--- config.mk ---
export PLATFORM = sky130hd
export DESIGN_NAME = spt_transfer_control
export DESIGN_NICKNAME = d
export VERILOG_FILES = /design/src/inc/spt_pkg.sv /design/src/hw/spt_transfer_control.sv
export SDC_FILE = /design/constraint.sdc
export NUM_CORES = 1
export LEC_CHECK = 0
export ABC_AREA = 1
export ABC_CLOCK_PERIOD_IN_PS = 1600
export BUFFER_PORTS_ARGS = -buffer_cell sky130_fd_sc_hd__buf_2
export CORE_ASPECT_RATIO = 1.5
export CORE_MARGIN = 1
export CORE_UTILIZATION = 51
export DETAILED_ROUTE_END_ITERATION = 7
export HOLD_SLACK_MARGIN = 0.03
export PLACE_DENSITY = 0.77
export SLEW_MARGIN = 10
export SYNTH_ARGS = -nofsm -noshare
export SYNTH_HDL_FRONTEND = slang
export SYNTH_SLANG_ARGS = --single-unit
export TNS_END_PERCENT = 10
--- constraint.sdc ---
create_clock -name clk_in -period 1.6 [get_ports clk_in]
set_input_delay 0 -clock clk_in [delete_from_list [all_inputs] [get_ports clk_in]]
set_output_delay 0 -clock clk_in [all_outputs]
set_load 0.05 [all_outputs]
--- src/inc/spt_pkg.sv ---
// Shared constants, register map and types for the serial transfer controller
package spt_pkg;

   // ---------------------------------------------------------------
   // Widths
   // ---------------------------------------------------------------
   localparam int ADDR_W = 12;
   localparam int DATA_W = 32;
   localparam int BYTE_W = 8;
   localparam int DIV_W  = 6;
   localparam int CNT_W  = 3;

   // ---------------------------------------------------------------
   // Register byte offsets
   // ---------------------------------------------------------------
   localparam logic [ADDR_W-1:0] REG_STATUS  = 12'h000;
   localparam logic [ADDR_W-1:0] REG_RX_HOLD = 12'h004;
   localparam logic [ADDR_W-1:0] REG_TX_HOLD = 12'h008;
   localparam logic [ADDR_W-1:0] REG_DIVIDER = 12'h00c;
   localparam logic [ADDR_W-1:0] REG_CONTROL = 12'h010;

   // ---------------------------------------------------------------
   // Reset values and fixed data
   // ---------------------------------------------------------------
   localparam logic [15:0]       CTL_RESET  = 16'h0000;
   localparam logic [DIV_W-1:0]  DIV_RESET  = 6'h00;
   localparam logic [BYTE_W-1:0] ZERO_BYTE  = 8'h00;
   localparam logic [CNT_W-1:0]  LAST_BIT   = 3'h7;
   localparam logic [CNT_W-1:0]  FIRST_BIT  = 3'h0;

   // Status register bit positions
   localparam int ST_TX_VALID = 0;
   localparam int ST_RX_VALID = 1;
   localparam int ST_BUSY     = 2;
   localparam int ST_RX_OVF   = 3;

   // ---------------------------------------------------------------
   // Types
   // ---------------------------------------------------------------
   typedef struct packed {
      logic [1:0] irq_mode;
      logic       tx_fifo_purge;
      logic       rx_fifo_purge;
      logic       continuous_transfer;
      logic       loopback;
      logic       slave_out_drive_en;
      logic       rx_overflow_overwrite;
      logic       send_zeros_when_empty;
      logic       transfer_initiate_select;
      logic       lsb_first;
      logic       wired_or_outputs;
      logic       clock_idle_polarity;
      logic       clock_phase;
      logic       controller_role_select;
      logic       spi_enable;
   } spt_ctl_t;

   typedef struct packed {
      logic              psel;
      logic              penable;
      logic              pwrite;
      logic [ADDR_W-1:0] paddr;
      logic [DATA_W-1:0] pwdata;
   } spt_apb_req_t;

   typedef struct packed {
      logic              pready;
      logic              pslverr;
      logic [DATA_W-1:0] prdata;
   } spt_apb_rsp_t;

   typedef struct packed {
      logic sclk;
      logic sclk_oe;
      logic cs_n;
      logic cs_n_oe;
      logic mosi;
      logic mosi_oe;
      logic miso;
      logic miso_oe;
   } spt_pins_t;

   typedef enum logic [1:0] {ST_IDLE, ST_SHIFT, ST_STALL} spt_state_t;

endpackage
--- src/hw/spt_transfer_control.sv ---
// Serial peripheral transfer controller with APB register access
// Summary of operation
// - Transmit purge held discards transmit register writes
// - Purge held keeps sending last byte or zero
// - Receive purge ignores incoming data and events
// - Receive read still starts transfer under receive purge
// - Single mode: one byte, one clock stall between
// - Continuous master mode runs until transmit empty
// - Continuous mode holds select low across bytes
// - Loopback ties own data output to input
// - Slave output driver off when drive enable clear
// - Overflow drops new byte or overwrites held byte
// - Empty transmit sends zero or repeats last byte
// - Initiate select zero: receive read starts, event full
// - Initiate select one: transmit write starts, event empty
// - Bit order field picks MSB or LSB first
// - Wired-OR mode makes data outputs open-drain
// - Polarity field sets serial clock idle level
// - Phase field sets clock pulse within bit
// - Master clock divides peripheral clock by 2 x (divider + 1)
//
// Our own choices: the APB slave port and the placing of the registers.
`timescale 1ns/1ps
module spt_transfer_control (
   input  wire logic                 clk_in,
   input  wire logic                 arst_n_in,
   input  wire spt_pkg::spt_apb_req_t apb_req_in,
   output spt_pkg::spt_apb_rsp_t     apb_rsp_out,
   input  wire logic                 sclk_in,
   input  wire logic                 cs_n_in,
   input  wire logic                 mosi_in,
   input  wire logic                 miso_in,
   output spt_pkg::spt_pins_t        pins_out,
   output logic                      spi_event_out
);
   import spt_pkg::*;

   // ---------------------------------------------------------------
   // Registers and state
   // ---------------------------------------------------------------
   spt_ctl_t          ctl_r;
   logic [DIV_W-1:0]  div_r;
   logic [BYTE_W-1:0] tx_data_r;
   logic              tx_valid_r;
   logic [BYTE_W-1:0] last_tx_r;
   logic [BYTE_W-1:0] rx_data_r;
   logic              rx_valid_r;
   logic              rx_ovf_r;
   logic              start_pend_r;
   spt_state_t        state_r;
   logic [DIV_W-1:0]  div_cnt_r;
   logic              half_r;
   logic [CNT_W-1:0]  bit_cnt_r;
   logic [BYTE_W-1:0] tx_sh_r;
   logic [BYTE_W-1:0] rx_sh_r;
   logic              shift_pend_r;
   logic [2:0]        sclk_sync_r;
   logic [2:0]        cs_sync_r;
   logic [1:0]        mosi_sync_r;
   logic [1:0]        miso_sync_r;

   // ---------------------------------------------------------------
   // Bus decode
   // ---------------------------------------------------------------
   logic access;
   logic wr_tx;
   logic rd_rx;
   logic wr_stat;
   assign access  = apb_req_in.psel & apb_req_in.penable & apb_rsp_out.pready;
   assign wr_tx   = access & apb_req_in.pwrite & (apb_req_in.paddr == REG_TX_HOLD);
   assign rd_rx   = access & ~apb_req_in.pwrite & (apb_req_in.paddr == REG_RX_HOLD);
   assign wr_stat = access & apb_req_in.pwrite & (apb_req_in.paddr == REG_STATUS);

   // ---------------------------------------------------------------
   // Engine conditions
   // ---------------------------------------------------------------
   logic master;
   logic tick;
   logic more_data;
   logic cur_bit;
   logic rx_bit;
   logic lead;
   logic trail;
   logic m_sample;
   logic m_bit_end;
   logic s_sample;
   logic s_shift;
   logic cs_fall;
   logic sample;
   logic rx_done;
   logic load;
   logic start;
   logic [BYTE_W-1:0] rx_new;
   logic [BYTE_W-1:0] next_byte;

   assign master    = ctl_r.spi_enable & ctl_r.controller_role_select;
   assign tick      = (div_cnt_r == div_r);
   assign more_data = tx_valid_r | ctl_r.tx_fifo_purge;
   assign cur_bit   = ctl_r.lsb_first ? tx_sh_r[0] : tx_sh_r[BYTE_W-1];
   // Loopback feeds whatever this end drives back into its own receiver
   assign rx_bit    = ctl_r.loopback ? cur_bit :
                      (master ? miso_sync_r[1] : mosi_sync_r[1]);
   assign rx_new    = ctl_r.lsb_first ? {rx_bit, rx_sh_r[BYTE_W-1:1]}
                                      : {rx_sh_r[BYTE_W-2:0], rx_bit};

   // Edges of the synchronised partner clock, in idle-relative polarity
   assign lead  = (sclk_sync_r[1] ^ ctl_r.clock_idle_polarity) &
                  ~(sclk_sync_r[2] ^ ctl_r.clock_idle_polarity);
   assign trail = ~(sclk_sync_r[1] ^ ctl_r.clock_idle_polarity) &
                  (sclk_sync_r[2] ^ ctl_r.clock_idle_polarity);
   assign cs_fall = cs_sync_r[2] & ~cs_sync_r[1];

   logic slave_on;
   assign slave_on  = ctl_r.spi_enable & ~ctl_r.controller_role_select & ~cs_sync_r[1];
   assign s_sample  = slave_on & (ctl_r.clock_phase ? trail : lead);
   assign s_shift   = slave_on & shift_pend_r & (ctl_r.clock_phase ? lead : trail);
   assign m_sample  = master & (state_r == ST_SHIFT) & tick & ~half_r;
   assign m_bit_end = master & (state_r == ST_SHIFT) & tick & half_r;
   assign sample    = m_sample | s_sample;
   assign rx_done   = sample & (bit_cnt_r == LAST_BIT);

   // Master starts on a receive read or on available transmit data
   assign start = master & (state_r == ST_IDLE) &
                  (ctl_r.transfer_initiate_select ? more_data : start_pend_r);
   // Continuous master goes straight on while data remains
   logic cont_next;
   assign cont_next = m_bit_end & (bit_cnt_r == FIRST_BIT) &
                      ctl_r.continuous_transfer & more_data;
   assign load = start | cont_next |
                 (ctl_r.spi_enable & ~ctl_r.controller_role_select & cs_fall) |
                 (s_sample & (bit_cnt_r == LAST_BIT));
   // Empty transmit side falls back to zero or a repeat
   assign next_byte = tx_valid_r ? tx_data_r :
                      (ctl_r.send_zeros_when_empty ? ZERO_BYTE : last_tx_r);

   // ---------------------------------------------------------------
   // Control and divider registers
   // ---------------------------------------------------------------
   always_ff @(posedge clk_in or negedge arst_n_in) begin
      if (!arst_n_in) begin
         ctl_r <= CTL_RESET;
         div_r <= DIV_RESET;
      end else if (access & apb_req_in.pwrite) begin
         if (apb_req_in.paddr == REG_CONTROL) begin
            ctl_r <= spt_ctl_t'(apb_req_in.pwdata[15:0]);
         end
         if (apb_req_in.paddr == REG_DIVIDER) begin
            div_r <= apb_req_in.pwdata[DIV_W-1:0];
         end
      end
   end

   // ---------------------------------------------------------------
   // Transmit holding register
   // ---------------------------------------------------------------
   always_ff @(posedge clk_in or negedge arst_n_in) begin
      if (!arst_n_in) begin
         tx_data_r  <= ZERO_BYTE;
         tx_valid_r <= 1'b0;
         last_tx_r  <= ZERO_BYTE;
      end else begin
         if (load) begin
            last_tx_r <= next_byte;
         end
         if (ctl_r.tx_fifo_purge) begin
            tx_valid_r <= 1'b0;
         end else if (wr_tx) begin
            tx_data_r  <= apb_req_in.pwdata[BYTE_W-1:0];
            tx_valid_r <= 1'b1;
         end else if (load) begin
            tx_valid_r <= 1'b0;
         end
      end
   end

   // ---------------------------------------------------------------
   // Receive holding register
   // ---------------------------------------------------------------
   always_ff @(posedge clk_in or negedge arst_n_in) begin
      if (!arst_n_in) begin
         rx_data_r  <= ZERO_BYTE;
         rx_valid_r <= 1'b0;
         rx_ovf_r   <= 1'b0;
      end else begin
         if (ctl_r.rx_fifo_purge) begin
            rx_valid_r <= 1'b0;
         end else if (rx_done) begin
            if (!rx_valid_r || rx_overflow_keep_new()) begin
               rx_data_r  <= rx_new;
               rx_valid_r <= 1'b1;
            end
         end else if (rd_rx) begin
            rx_valid_r <= 1'b0;
         end
         // A new overflow in the clearing cycle still sets the flag
         if (rx_done & rx_valid_r & ~ctl_r.rx_fifo_purge & ~rd_rx) begin
            rx_ovf_r <= 1'b1;
         end else if (wr_stat & apb_req_in.pwdata[ST_RX_OVF]) begin
            rx_ovf_r <= 1'b0;
         end
      end
   end

   function automatic logic rx_overflow_keep_new();
      return ctl_r.rx_overflow_overwrite | rd_rx;
   endfunction

   // ---------------------------------------------------------------
   // Pending start from a receive read
   // ---------------------------------------------------------------
   always_ff @(posedge clk_in or negedge arst_n_in) begin
      if (!arst_n_in) begin
         start_pend_r <= 1'b0;
      end else if (rd_rx & ~ctl_r.transfer_initiate_select) begin
         start_pend_r <= 1'b1;
      end else if (start | ~master) begin
         start_pend_r <= 1'b0;
      end
   end

   // ---------------------------------------------------------------
   // Master sequencer and clock divider
   // ---------------------------------------------------------------
   always_ff @(posedge clk_in or negedge arst_n_in) begin
      if (!arst_n_in) begin
         state_r   <= ST_IDLE;
         div_cnt_r <= DIV_RESET;
         half_r    <= 1'b0;
      end else if (!master) begin
         state_r   <= ST_IDLE;
         div_cnt_r <= DIV_RESET;
         half_r    <= 1'b0;
      end else begin
         div_cnt_r <= (tick | (state_r == ST_IDLE)) ? DIV_RESET : div_cnt_r + 1'b1;
         unique case (state_r)
            ST_IDLE: begin
               half_r <= 1'b0;
               if (start) begin
                  state_r <= ST_SHIFT;
               end
            end
            ST_SHIFT: begin
               if (tick) begin
                  half_r <= ~half_r;
               end
               if (m_bit_end & (bit_cnt_r == FIRST_BIT) & ~cont_next) begin
                  // Single mode stalls one serial clock; continuous ends here
                  state_r <= ctl_r.continuous_transfer ? ST_IDLE : ST_STALL;
               end
            end
            ST_STALL: begin
               if (tick) begin
                  half_r <= ~half_r;
                  if (half_r) begin
                     state_r <= ST_IDLE;
                  end
               end
            end
         endcase
      end
   end

   // ---------------------------------------------------------------
   // Shift registers, shared by master and slave roles
   // ---------------------------------------------------------------
   always_ff @(posedge clk_in or negedge arst_n_in) begin
      if (!arst_n_in) begin
         tx_sh_r      <= ZERO_BYTE;
         rx_sh_r      <= ZERO_BYTE;
         bit_cnt_r    <= FIRST_BIT;
         shift_pend_r <= 1'b0;
      end else begin
         if (sample) begin
            rx_sh_r   <= rx_new;
            bit_cnt_r <= bit_cnt_r + 1'b1;
         end
         if (load) begin
            tx_sh_r      <= next_byte;
            shift_pend_r <= 1'b0;
            if (!sample) begin
               bit_cnt_r <= FIRST_BIT;
            end
         end else if ((m_bit_end & (bit_cnt_r != FIRST_BIT)) | s_shift) begin
            tx_sh_r      <= ctl_r.lsb_first ? {1'b0, tx_sh_r[BYTE_W-1:1]}
                                            : {tx_sh_r[BYTE_W-2:0], 1'b0};
            shift_pend_r <= 1'b0;
         end else if (s_sample) begin
            shift_pend_r <= 1'b1;
         end
      end
   end

   // ---------------------------------------------------------------
   // Pin synchronisers
   // ---------------------------------------------------------------
   always_ff @(posedge clk_in or negedge arst_n_in) begin
      if (!arst_n_in) begin
         sclk_sync_r <= 3'h0;
         cs_sync_r   <= 3'h7;
         mosi_sync_r <= 2'h0;
         miso_sync_r <= 2'h0;
      end else begin
         sclk_sync_r <= {sclk_sync_r[1:0], sclk_in};
         cs_sync_r   <= {cs_sync_r[1:0], cs_n_in};
         mosi_sync_r <= {mosi_sync_r[0], mosi_in};
         miso_sync_r <= {miso_sync_r[0], miso_in};
      end
   end

   // ---------------------------------------------------------------
   // Registered pin drive
   // ---------------------------------------------------------------
   logic shifting;
   logic clk_act;
   logic drive_bit;
   assign shifting  = master & (state_r == ST_SHIFT);
   assign clk_act   = shifting & (ctl_r.clock_phase ? ~half_r : half_r);
   // Open-drain data: only ever pull low, release for a one
   assign drive_bit = ctl_r.wired_or_outputs ? ~cur_bit : 1'b1;

   always_ff @(posedge clk_in or negedge arst_n_in) begin
      if (!arst_n_in) begin
         pins_out <= '0;
      end else begin
         pins_out.sclk    <= ctl_r.clock_idle_polarity ^ clk_act;
         pins_out.sclk_oe <= master;
         pins_out.cs_n    <= ~shifting;
         pins_out.cs_n_oe <= master;
         pins_out.mosi    <= ctl_r.wired_or_outputs ? 1'b0 : cur_bit;
         pins_out.mosi_oe <= master & drive_bit;
         pins_out.miso    <= ctl_r.wired_or_outputs ? 1'b0 : cur_bit;
         pins_out.miso_oe <= slave_on & ctl_r.slave_out_drive_en & drive_bit;
      end
   end

   // ---------------------------------------------------------------
   // Event level
   // ---------------------------------------------------------------
   always_ff @(posedge clk_in or negedge arst_n_in) begin
      if (!arst_n_in) begin
         spi_event_out <= 1'b0;
      end else begin
         spi_event_out <= ctl_r.spi_enable & ~ctl_r.rx_fifo_purge &
                          (ctl_r.transfer_initiate_select ? ~tx_valid_r : rx_valid_r);
      end
   end

   // ---------------------------------------------------------------
   // APB slave: one wait-free access cycle, answer prepared in setup
   // ---------------------------------------------------------------
   logic [DATA_W-1:0] rd_val;
   logic              rd_ok;
   always_comb begin
      rd_val = '0;
      rd_ok  = 1'b1;
      unique case (apb_req_in.paddr)
         REG_STATUS: begin
            rd_val[ST_TX_VALID] = tx_valid_r;
            rd_val[ST_RX_VALID] = rx_valid_r;
            rd_val[ST_BUSY]     = (state_r != ST_IDLE) | slave_on;
            rd_val[ST_RX_OVF]   = rx_ovf_r;
         end
         REG_RX_HOLD: rd_val[BYTE_W-1:0] = rx_data_r;
         REG_TX_HOLD: rd_val = '0;
         REG_DIVIDER: rd_val[DIV_W-1:0] = div_r;
         REG_CONTROL: rd_val[15:0] = ctl_r;
         default:     rd_ok = 1'b0;
      endcase
   end

   always_ff @(posedge clk_in or negedge arst_n_in) begin
      if (!arst_n_in) begin
         apb_rsp_out <= '0;
      end else if (apb_req_in.psel & ~apb_req_in.penable) begin
         apb_rsp_out.pready  <= 1'b1;
         apb_rsp_out.pslverr <= ~rd_ok;
         apb_rsp_out.prdata  <= rd_val;
      end else begin
         apb_rsp_out.pready  <= 1'b0;
         apb_rsp_out.pslverr <= 1'b0;
      end
   end

endmodule

==> metrics.md, run 1 <==
| Metric | Value |
|---|---|
| Drt pass-1 iters | 5 |
| Via count | 5,296 |
| Power Dens Cells | approximately 950 nW/um2 |
| Crit path kind | reg -> reg |
| Netlist Area Pre-Place | roughly 5500 um2 |
| Largest net degree at the start of global routing | 64 |
| CP Launch Type | flop |
| Vias per cell | 5.44 |
| Post-synthesis simple-gate area fraction | 25.9% |
| Vias in the first global route | 5,208 |
| CTS root buffer | clkbuf_16 |
| Gpl congestion | 0.963 |
| Inserted Clock Buffers | 17 |
| Worst-Skew Late Latency | 0.42 ns |
| Post-Place Cell Area | 6320 um2 |
| Clk buf depth | 2 |
| Cell Rows | 46 |
| Post-synthesis mux area share | 1.64% |
| Die width | slightly below 90 um |
| # IOs | 96 |
| Instance count of the mapped netlist | 650 |
| Setup ws final | -0.223 ns |
| Fin Clk Skew | 0.00680 ns |
| Largest family of logic cells by synthesized area | simple AND/OR/NAND/NOR gates |
| Sequential fraction of the synthesis area | 52.0% |
| Async set or reset register ratio after synthesis | 100% |
| Compound-gate portion of the synthesized area | 8.94% |
| Period utilization | 114% |
| DP Worst Slack | -0.192 ns |
| Synth Flop Type | dfrtp_1 |
| Area leader, netlist | dfrtp_1 |
| Initial drt markers | 488 |
| Status | finished, violations left |
| Initial Util | 52.2% |
| Congestion Overflow GR | 0 |
| Die Footprint | 11,200 um2 |
| Layout cells sized above 1 | 31.0% |
| P&R area growth vs syn | 37.7% |
| FILL cells | ~690 |
| Final slew viol count | 0 |
| Post-Synth Adder-Cell Area | 1.82% |
| # clock sinks | 114 |
| DP HPWL | 10,000 um |
| Hold slack final | about 0.057 ns |
| # H-tree levels | 4 |
| RSZ-0062 raised after global routing | true |
| CP Cell Sequence | inv_2 -> nand2_1 -> nand2_1 -> nor2_4 -> nand3_4 -> nor2_4 -> buf_4 -> nand3b_1 -> nand2_2 -> nor2_4 -> nand2_1 -> nand2_1 |
| ANT nets after route | 0 |
| Die Y | 129 um |
| DRC | 0 |
| WL final | between 15,000 and 20,000 um |
| Leak Pwr | 3.95 nW |
| XOR/XNOR Fraction of Synth Area | 0.956% |
| Worst-path fanout max | 8 |
| Share of the synthesized area in the top cell type | 50.5% |
| Final setup violation count | 42 |
| EDFF count, synth | 0 |
| CTS tree | built |
| Max Cap Violations | 0 |
| Post-route cell area | between 7000 and 8000 um2 |
| Max Fclk | 549 MHz |
| Total track usage | just under 30% |
| Routed len/inst | between 15 and 20 um |
| ANT cells | 0 |
| CP endpoint kind | flop |
| Top cells by area, synth | dfrtp_1 (51%), nand2_1 (14%), o21ai_0 (6.2%) |
| Final Core Density | 71.9% |
| Most used cell, CP | nand2_1 |
| Hold Path Class | in -> reg |
| Core ar. | 10,500 um2 |
| Slowest CP cell | dfrtp_1 |
| Crit-path max cell delay | 0.39 ns |
| Layout Nets | between 800 and 900 |
| Critical path arrival | approximately 2.1 ns |
| Failing checks | setup timing |
| Mapped Avg Cell Area | 8.46 um2 |
| Worst-Margin Slew | 0.925 ns |
| Worst Path Required | between 1.5 and 2 ns |
| Final min period | 1.82 ns |
| Max-slew headroom | 38.3% |
| Most common cell after layout, fill and taps aside | nand2_1 |
| CTS clk-pin slew, worst paths | 0.06 ns |
| First-pass GRT wire length | 24,600 um |
| Placed insts | 901 |
| Final Hold Fails | 0 |
| Most frequent cells in the layout | nand2_1 (196), dfrtp_1 (108), buf_4 (65) |
| Flop and latch count out of synthesis | 114 |
| Yosys warnings | 0 |
| Final non-filler cell total | 973 |
| Number of port buffers | 63 |
| Count of cell types in the netlist | 43 |
| Initial antenna violation count | 0 |
| VDD IR max | 0.000660 V |
-- worst paths after layout --
check                                               from                   endpoint  slack (ns)  cells past startpoint
worst max-delay path                div_r[3]$_DFFE_PN0P_     tx_sh_r[0]$_DFFE_PN0P_       -0.22                     12
worst min-delay path                      apb_req_in[35]  apb_rsp_out[32]$_DFF_PN0_        0.06                      4
worst max register to register      div_r[3]$_DFFE_PN0P_     tx_sh_r[0]$_DFFE_PN0P_       -0.22                     12
worst min register to register  miso_sync_r[0]$_DFF_PN0_   miso_sync_r[1]$_DFF_PN0_        0.35                      0
max in group asynchronous                      arst_n_in  apb_rsp_out[33]$_DFF_PN0_        0.48                      3
min in group asynchronous                      arst_n_in   rx_data_r[6]$_DFFE_PN0P_        0.16                      3
-- critical path, delay by kind of cell, from the launching register on --
family                 cells  cell delay, ns
AND/OR/NAND/NOR           10            1.10
buffers and inverters      2            0.22
flip-flops                 1            0.39
-- synth_stat cells, types with 4 or more instances --
cell type,instances
buf_4,18
nand2_2,12
mux2_1,4
a21oi_1,5
inv_1,68
dfrtp_1,111
nand3_1,39
xor2_1,4
o21ai_0,68
nor2_1,30
a22o_1,4
inv_2,5
nand2_1,212
ha_1,8
mux2_2,4
clkbuf_1,9
-- per-layer routing --
metal	track usage, %	vias up	part of all wire, %
met3	7.52	97	6.6
met2	51.2	300	50
met4	19.1	0	7.2
li1	-	2379	-
met5	0	-	0
met1	31.3	2520	36
-- area by class of cell --
class                           instances  area [um2]  area share, %
Timing Repair Buffer                  162        1180           15.6
Sequential cell                       114        2860           37.8
Tap cell                              144         180           2.38
Multi-Input combinational cell        447        2450           32.4
Clock inverter                         12         154           2.03
Clock buffer                           20         467           6.17
Inverter                               74         280           3.70
-- registers in the layout, summed over array words and instances, names as in the netlist, 2 cells and up --
signal / flops
div_cnt_r: 6
rx_sh_r: 8
mosi_sync_r: 2
sclk_sync_r: 3
state_r: 2
last_tx_r: 8
cs_sync_r: 3
bit_cnt_r: 3
rx_data_r: 8
tx_data_r: 8
ctl_r: 16
apb_rsp_out: 18
div_r: 6
pins_out: 6
tx_sh_r: 8
miso_sync_r: 2
-- through the flow --
stage	TNS, ns	total power [mW]
3_3_place_gp	-1.36	3.22
5_1_grt	-7.96	7.39
2_1_floorplan	-0.640	3.13
4_1_cts	-2.80	7.22
3_5_place_dp	-4.32	3.23
6_report	-4.82	7.18
-- power by group --
part	internal, mW	total (mW)	switching [mW]
sequential	2.91	2.92	0.0108
combinational	0.101	0.327	0.226
clock	2.57	3.94	1.37
-- kinds of logic (layout without fill, tap and decap cells) --
logic type,after synthesis,after routing
adder cells (fa/ha/maj),8,8
buffers and inverters,105,268
multiplexers,8,8
flip-flops,114,114
XOR/XNOR,6,6
AND/OR/NAND/NOR,319,320
AO/OA/AOI/OAI,89,89
other,1,16
-- what timing repair did --
action	4_1_cts	5_1_grt
hold endpoints to repair	148	0
hold buffers	25	0
cloned	2	0
pin swaps	17	23
resized for setup	50	37
buffers inserted	8	5
endpoints found under the setup margin	40	64
Note: power is estimated with default switching activity, not from simulation.
==> inputs of run 2 (changes only) <==
--- a/config.mk
+++ b/config.mk
@@ -10,10 +10,10 @@
 export BUFFER_PORTS_ARGS = -buffer_cell sky130_fd_sc_hd__buf_2
 export CORE_ASPECT_RATIO = 1.5
 export CORE_MARGIN = 1
-export CORE_UTILIZATION = 51
+export CORE_UTILIZATION = 45
 export DETAILED_ROUTE_END_ITERATION = 7
 export HOLD_SLACK_MARGIN = 0.03
-export PLACE_DENSITY = 0.77
+export PLACE_DENSITY = 0.69
 export SLEW_MARGIN = 10
 export SYNTH_ARGS = -nofsm -noshare
 export SYNTH_HDL_FRONTEND = slang
==> run 2 against run 1 <==
Against the previous run: the flow still finishes with violations (setup timing); hold slack improved by 0.018 ns; critical path depth fell by 1; non-clock buffer count fell by 9; count of clock-buffer cells in the layout fell by 3; worst setup slack improved by 0.076 ns; total power fell by 1.3%; critical path type unchanged; critical endpoint unchanged; largest power group unchanged.
==> metrics.md, run 2 (synthesis gave the netlist of run 1 again) <==
| Metric | Value |
|---|---|
| Status | finished, violations left |
| Failing checks | setup timing |
| Worst Path Required | 1.90 ns (about the same) |
| Inserted Clock Buffers | 17 (unchanged) |
| Routed len/inst | 14.6 um (-11%) |
| Layout Nets | 867 (-1.1%) |
| RSZ-0062 raised after global routing | true |
| Gpl congestion | 0.931 (-3.3%) |
| Final Hold Fails | 0 (unchanged) |
| Initial antenna violation count | 0 (unchanged) |
| VDD IR max | 0.000747 V (+13%) |
| Period utilization | 109% (-4.8 points) |
| First-pass GRT wire length | 22,900 um (-7.2%) |
| Congestion Overflow GR | 0 (unchanged) |
| # H-tree levels | 4 (unchanged) |
| ANT cells | 0 (unchanged) |
| Biggest regs | apb_rsp_out: 18 flops, ctl_r: 16 flops |
| WL final | 14,200 um (-11%) |
| Final slew viol count | 0 (unchanged) |
| Most frequent cells in the layout | nand2_1 (204), dfrtp_1 (107), o21ai_0 (66) |
| Worst-Skew Late Latency | 0.42 ns (about the same) |
| Number of port buffers | 63 (unchanged) |
| Largest Register | apb_rsp_out |
| Final min period | 1.75 ns (-0.0762 ns) |
| DP HPWL | 10,100 um (+0.73%) |
| Most common cell after layout, fill and taps aside | nand2_1 |
| Initial Util | 46.0% (-6.2 points) |
| Post-Place Cell Area | 6360 um2 (+0.61%) |
| Critical path arrival | 2.05 ns (-0.08 ns) |
| Setup ws final | -0.147 ns (+0.0762 ns) |
| Fin Clk Skew | 0.00964 ns (+0.00284 ns) |
| DP Worst Slack | -0.208 ns (-0.0162 ns) |
| Die Footprint | 12,700 um2 (+13%) |
| Via count | 4,904 (-7.4%) |
| Post-route cell area | 7370 um2 (-2.7%) |
| Drt pass-1 iters | 5 (unchanged) |
| Leak Pwr | 3.89 nW (-1.6%) |
| Clk buf depth | 2 (unchanged) |
| Max-slew headroom | 66.8% (+28 points) |
| Die Y | 137 um (+6.4%) |
| # IOs | 96 (unchanged) |
| DRC | 0 (unchanged) |
| Vias per cell | 5.05 (-7.3%) |
| Worst-path fanout max | 8 (unchanged) |
| Vias in the first global route | 4,875 (-6.4%) |
| FILL cells | 1,064 (+54%) |
| Hold Path Class | in -> reg |
| Number of flip-flops in the largest register | 18 (unchanged) |
| Worst-Margin Slew | 0.495 ns (-0.430 ns) |
| Core ar. | 12,000 um2 (+14%) |
| Power, Total | 7.09 mW (-1.3%) |
| CP endpoint kind | flop |
| Initial drt markers | 206 (-58%) |
| CTS root buffer | clkbuf_16 |
| ANT nets after route | 0 (unchanged) |
| Total track usage | 23.7% (-5.7 points) |
| CTS tree | built |
| CTS clk-pin slew, worst paths | 0.06 ns (about the same) |
| # clock sinks | 114 (unchanged) |
| Final setup violation count | 31 (-26%) |
| Final Core Density | 61.6% (-10 points) |
| Max Cap Violations | 0 (unchanged) |
| P&R area growth vs syn | 34.0% |
| Max Fclk | 572 MHz (+4.4%) |
| Cell Rows | 49 (+6.5%) |
| Die width | 92.3 um (+6.3%) |
| Power Dens Cells | 962 nW/um2 (+1.4%) |
| CP Launch Type | flop |
| Setup TNS | -2.68 ns (+2.14 ns) |
| Crit path kind | reg -> reg |
| Largest net degree at the start of global routing | 59 (-7.8%) |
| Layout cells sized above 1 | 27.6% (-3.4 points) |
run 2: cell types whose count changed in the layout (fill, tap and decap cells not counted), sizes merged, moves of 2 or more:
cell / previous run / this run
clkbuf: 20 / 17
clkinv: 5 / 9
clkinvlp: 3 / 1
buf: 137 / 128
run 2: final timing paths:
path	slack (ns)	from	end	cells after the start
min in group asynchronous	0.13	arst_n_in	rx_sh_r[5]$_DFFE_PN0N_	3
worst min register to register	0.35	sclk_sync_r[0]$_DFF_PN0_	sclk_sync_r[1]$_DFF_PN0_	0
worst min-delay path	0.07	apb_req_in[35]	apb_rsp_out[32]$_DFF_PN0_	4
worst max register to register	-0.15	ctl_r[3]$_DFFE_PN0P_	tx_sh_r[0]$_DFFE_PN0P_	11
max in group asynchronous	0.88	arst_n_in	mosi_sync_r[1]$_DFF_PN0_	3
worst max-delay path	-0.15	ctl_r[3]$_DFFE_PN0P_	tx_sh_r[0]$_DFFE_PN0P_	11
run 2: layout make-up:
| class | instances | area (um2) | area share (%) |
|---|---|---|---|
| sequential | 114 | 2860 | 38.8 |
| multi-input combinational | 446 | 2330 | 31.6 |
| timing repair buffer | 153 | 1100 | 14.9 |
| clock buffer | 17 | 425 | 5.77 |
| inverter | 74 | 278 | 3.77 |
| tap | 153 | 191 | 2.60 |
| clock inverter | 15 | 183 | 2.48 |
run 2: power breakdown:
| group | switching, mW | leakage (nW) | internal, mW |
|---|---|---|---|
| Combinational | 0.220 | 2.05 | 0.101 |
| Clock | 1.39 | 0.298 | 2.46 |
| Sequential | 0.00875 | 1.54 | 2.90 |
run 2: stage by stage:
stage	instances	hold WS [ns]
after floorplan	665	-0.296
after global placement	912	-0.174
after detailed placement	912	-0.174
after CTS	970	0.0495
after global routing	972	0.0784
final	972	0.0741
run 2: worst max-delay path, stage by stage (launching register included):
cell,delay [ns]
dfrtp_2,0.45
xnor2_1,0.20
nand2_1,0.10
nand2_1,0.11
nand3_4,0.11
nor2_4,0.15
nor2_8,0.06
buf_4,0.17
nand3_2,0.07
nand2_1,0.04
nand2_1,0.09
nand2_1,0.07
run 2: routing by layer:
| layer | up-vias | track usage (%) | wire length (um) |
|---|---|---|---|
| met5 | - | 0 | 0 |
| met1 | 2345 | 25.6 | 5550 |
| li1 | 2348 | - | - |
| met4 | 0 | 12.7 | 526 |
| met2 | 167 | 42.8 | 7530 |
| met3 | 44 | 5.46 | 562 |
run 2: timing repair:
item / CTS / global route
endpoints found under the hold margin: 151 / 0
endpoints found under the setup margin: 41 / 47
hold buffers: 25 / 0
buffers inserted: 1 / 2
resized for setup: 22 / 16
pin swaps: 11 / 11
==> inputs of run 3 (changes only) <==
--- a/config.mk
+++ b/config.mk
@@ -14,6 +14,8 @@
 export DETAILED_ROUTE_END_ITERATION = 7
 export HOLD_SLACK_MARGIN = 0.03
 export PLACE_DENSITY = 0.69
+export SKIP_CTS_REPAIR_TIMING = 1
+export SKIP_LAST_GASP = 1
 export SLEW_MARGIN = 10
 export SYNTH_ARGS = -nofsm -noshare
 export SYNTH_HDL_FRONTEND = slang
==> run 3 against run 2 <==
Against the previous run: the run still ends with setup timing left; clock power about the same; count of clock-buffer cells in the layout unchanged; flip-flop and latch count did not move; register-to-register slack hardly changed; maximum frequency is 0.61% higher; final cell count rose by 0.10%; hold slack got worse by 0.0017 ns; critical path depth rose by 1; utilization shrank 0.35 points; global-route usage shrank 0.83 points; total power decreased by 0.13%; critical path type unchanged.
==> metrics.md, run 3 (synthesis gave the netlist of run 1 again) <==
| Metric | Value |
|---|---|
| Status | finished, violations left |
| Failing checks | setup timing |
| Worst Path Required | 1.90 ns (about the same) |
| Crit path kind | reg -> reg |
| DP HPWL | 10,100 um (unchanged) |
| CP endpoint kind | flop |
| Number of port buffers | 63 (unchanged) |
| Largest Register | apb_rsp_out |
| Vias per cell | 4.97 (-1.5%) |
| Initial Util | 46.0% (unchanged) |
| Gpl congestion | 0.931 (unchanged) |
| Final non-filler cell total | 973 (+0.10%) |
| First-pass GRT wire length | 22,000 um (-3.6%) |
| Worst-path fanout max | 8 (unchanged) |
| Reg2Reg Depth | 12 (+1) |
| Setup slack, reg-to-reg | -0.14 ns (about the same) |
| Final Core Density | 61.3% (-0.35 points) |
| Final Hold Fails | 0 (unchanged) |
| Die Y | 137 um (unchanged) |
| Setup TNS | -3.26 ns (-0.580 ns) |
| Worst-Skew Late Latency | 0.42 ns (about the same) |
| Max-slew headroom | 66.9% (+0.14 points) |
| Setup ws final | -0.136 ns (+0.0106 ns) |
| Final slew viol count | 0 (unchanged) |
| Initial antenna violation count | 0 (unchanged) |
| Die width | 92.3 um (unchanged) |
| CTS clk-pin slew, worst paths | 0.06 ns (about the same) |
| CTS root buffer | clkbuf_16 |
| Hold path startpoint | apb_req_in[35] |
| Max Cap Violations | 0 (unchanged) |
| Die Footprint | 12,700 um2 (unchanged) |
| Inserted Clock Buffers | 17 (unchanged) |
| Slowest CP cell | dfrtp_1 |
| Final setup violation count | 37 (+19%) |
| Crit-path max cell delay | 0.39 ns (-0.06 ns) |
| ANT nets after route | 0 (unchanged) |
| Hold slack final | 0.0724 ns (-0.00173 ns) |
| Number of flip-flops in the largest register | 18 (unchanged) |
| Total track usage | 22.9% (-0.83 points) |
| RSZ-0062 raised after global routing | true |
| Layout Nets | 868 (+0.12%) |
| Hold endpoint | apb_rsp_out[32]$_DFF_PN0_ |
| Worst-Margin Slew | 0.493 ns (-0.00206 ns) |
| Final min period | 1.74 ns (-0.0106 ns) |
| Most common cell after layout, fill and taps aside | nand2_1 |
| Most frequent cells in the layout | nand2_1 (207), dfrtp_1 (108), inv_1 (66), o21ai_0 (66) |
| FF-to-FF End | tx_sh_r[0]$_DFFE_PN0P_ |
| Critical path arrival | 2.04 ns (about the same) |
| P&R area growth vs syn | 33.3% |
| Layout cells sized above 1 | 26.5% (-1.1 points) |
| Period utilization | 109% (-0.66 points) |
| Post-route cell area | 7330 um2 (-0.56%) |
| Routed len/inst | 14.3 um (-1.5%) |
| Biggest regs | apb_rsp_out: 18 flops, ctl_r: 16 flops |
| Power, Total | 7.08 mW (-0.13%) |
| Largest net degree at the start of global routing | 59 (unchanged) |
| CP Launch Type | flop |
| # clock sinks | 114 (unchanged) |
| DRC | 0 (unchanged) |
| Congestion Overflow GR | 0 (unchanged) |
| CP Cell Sequence | inv_2 -> nand2_1 -> nand2_1 -> nor2_2 -> nand3_2 -> nor2_4 -> nand4_4 -> buf_6 -> nand3_1 -> nand2_1 -> nand2_2 -> nand2_1 |
| Most used cell, CP | nand2_1 |
| Worst R2R Start | div_r[3]$_DFFE_PN0P_ |
| Drt pass-1 iters | 5 (unchanged) |
| Power Dens Cells | 966 nW/um2 (+0.43%) |
| Hold Path Class | in -> reg |
| ANT cells | 0 (unchanged) |
| Vias in the first global route | 4,661 (-4.4%) |
| Initial drt markers | 247 (+20%) |
| Core ar. | 12,000 um2 (unchanged) |
| Post-Place Cell Area | 6360 um2 (unchanged) |
| Clk buf depth | 2 (unchanged) |
| Placed insts | 912 (unchanged) |
| Cell Rows | 49 (unchanged) |
| Via count | 4,835 (-1.4%) |
| Hold Path Cell Cnt | 4 (unchanged) |
| VDD IR max | 0.000748 V (+0.11%) |
| DP Worst Slack | -0.208 ns (unchanged) |
| CTS tree | built |
| WL final | 14,000 um (-1.4%) |
| # IOs | 96 (unchanged) |
| Max Fclk | 576 MHz (+0.61%) |
| Leak Pwr | 3.86 nW (-0.74%) |
| # H-tree levels | 4 (unchanged) |
| Fin Clk Skew | 0.00778 ns (-0.00186 ns) |
==> run 3: worst max path at each step <==
stage               cells after the start                   start  slack [ns]                endpoint
finish                                 12    div_r[3]$_DFFE_PN0P_       -0.14  tx_sh_r[0]$_DFFE_PN0P_
global route                           12    div_r[3]$_DFFE_PN0P_       -0.26  tx_sh_r[6]$_DFFE_PN0P_
CTS                                    11    div_r[1]$_DFFE_PN0P_       -0.22  state_r[1]$_DFFE_PN0P_
detailed placement                      9  state_r[0]$_DFFE_PN0P_       -0.21  tx_sh_r[2]$_DFFE_PN0P_
global placement                       10    ctl_r[0]$_DFFE_PN0P_       -0.14  tx_sh_r[0]$_DFFE_PN0P_
floorplan                               6    ctl_r[1]$_DFFE_PN0P_       -0.08  bit_cnt_r[0]$_DFF_PN0_
==> run 3: worst max-delay path: cells and delay by family (launching register included) <==
kind | cells | cell delay (ns)
AND/OR/NAND/NOR | 10 | 0.99
buffers and inverters | 2 | 0.24
flip-flops | 1 | 0.39
==> run 3: routing by layer <==
layer	global-route usage [%]	vias up	wire (um)	share of wire (%)
met2	41.8	126	7450	53
met4	10.5	0	464	3.3
met1	25.2	2319	5570	40
met3	4.97	37	470	3.4
met5	0	-	0	0
li1	-	2353	-	-
==> run 3: final cells by class <==
type | instances | area, um2
clock buffer | 17 | 425
timing repair buffer | 154 | 1110
sequential | 114 | 2860
clock inverter | 15 | 183
multi-input combinational | 446 | 2280
fill | 1077 | 4630
tap | 153 | 191
inverter | 74 | 278
==> run 3: power breakdown <==
group	total (mW)	leakage, nW	internal, mW	switching, mW
clock network	3.85	0.298	2.46	1.39
registers	2.91	1.54	2.90	0.00900
logic	0.319	2.02	0.101	0.218
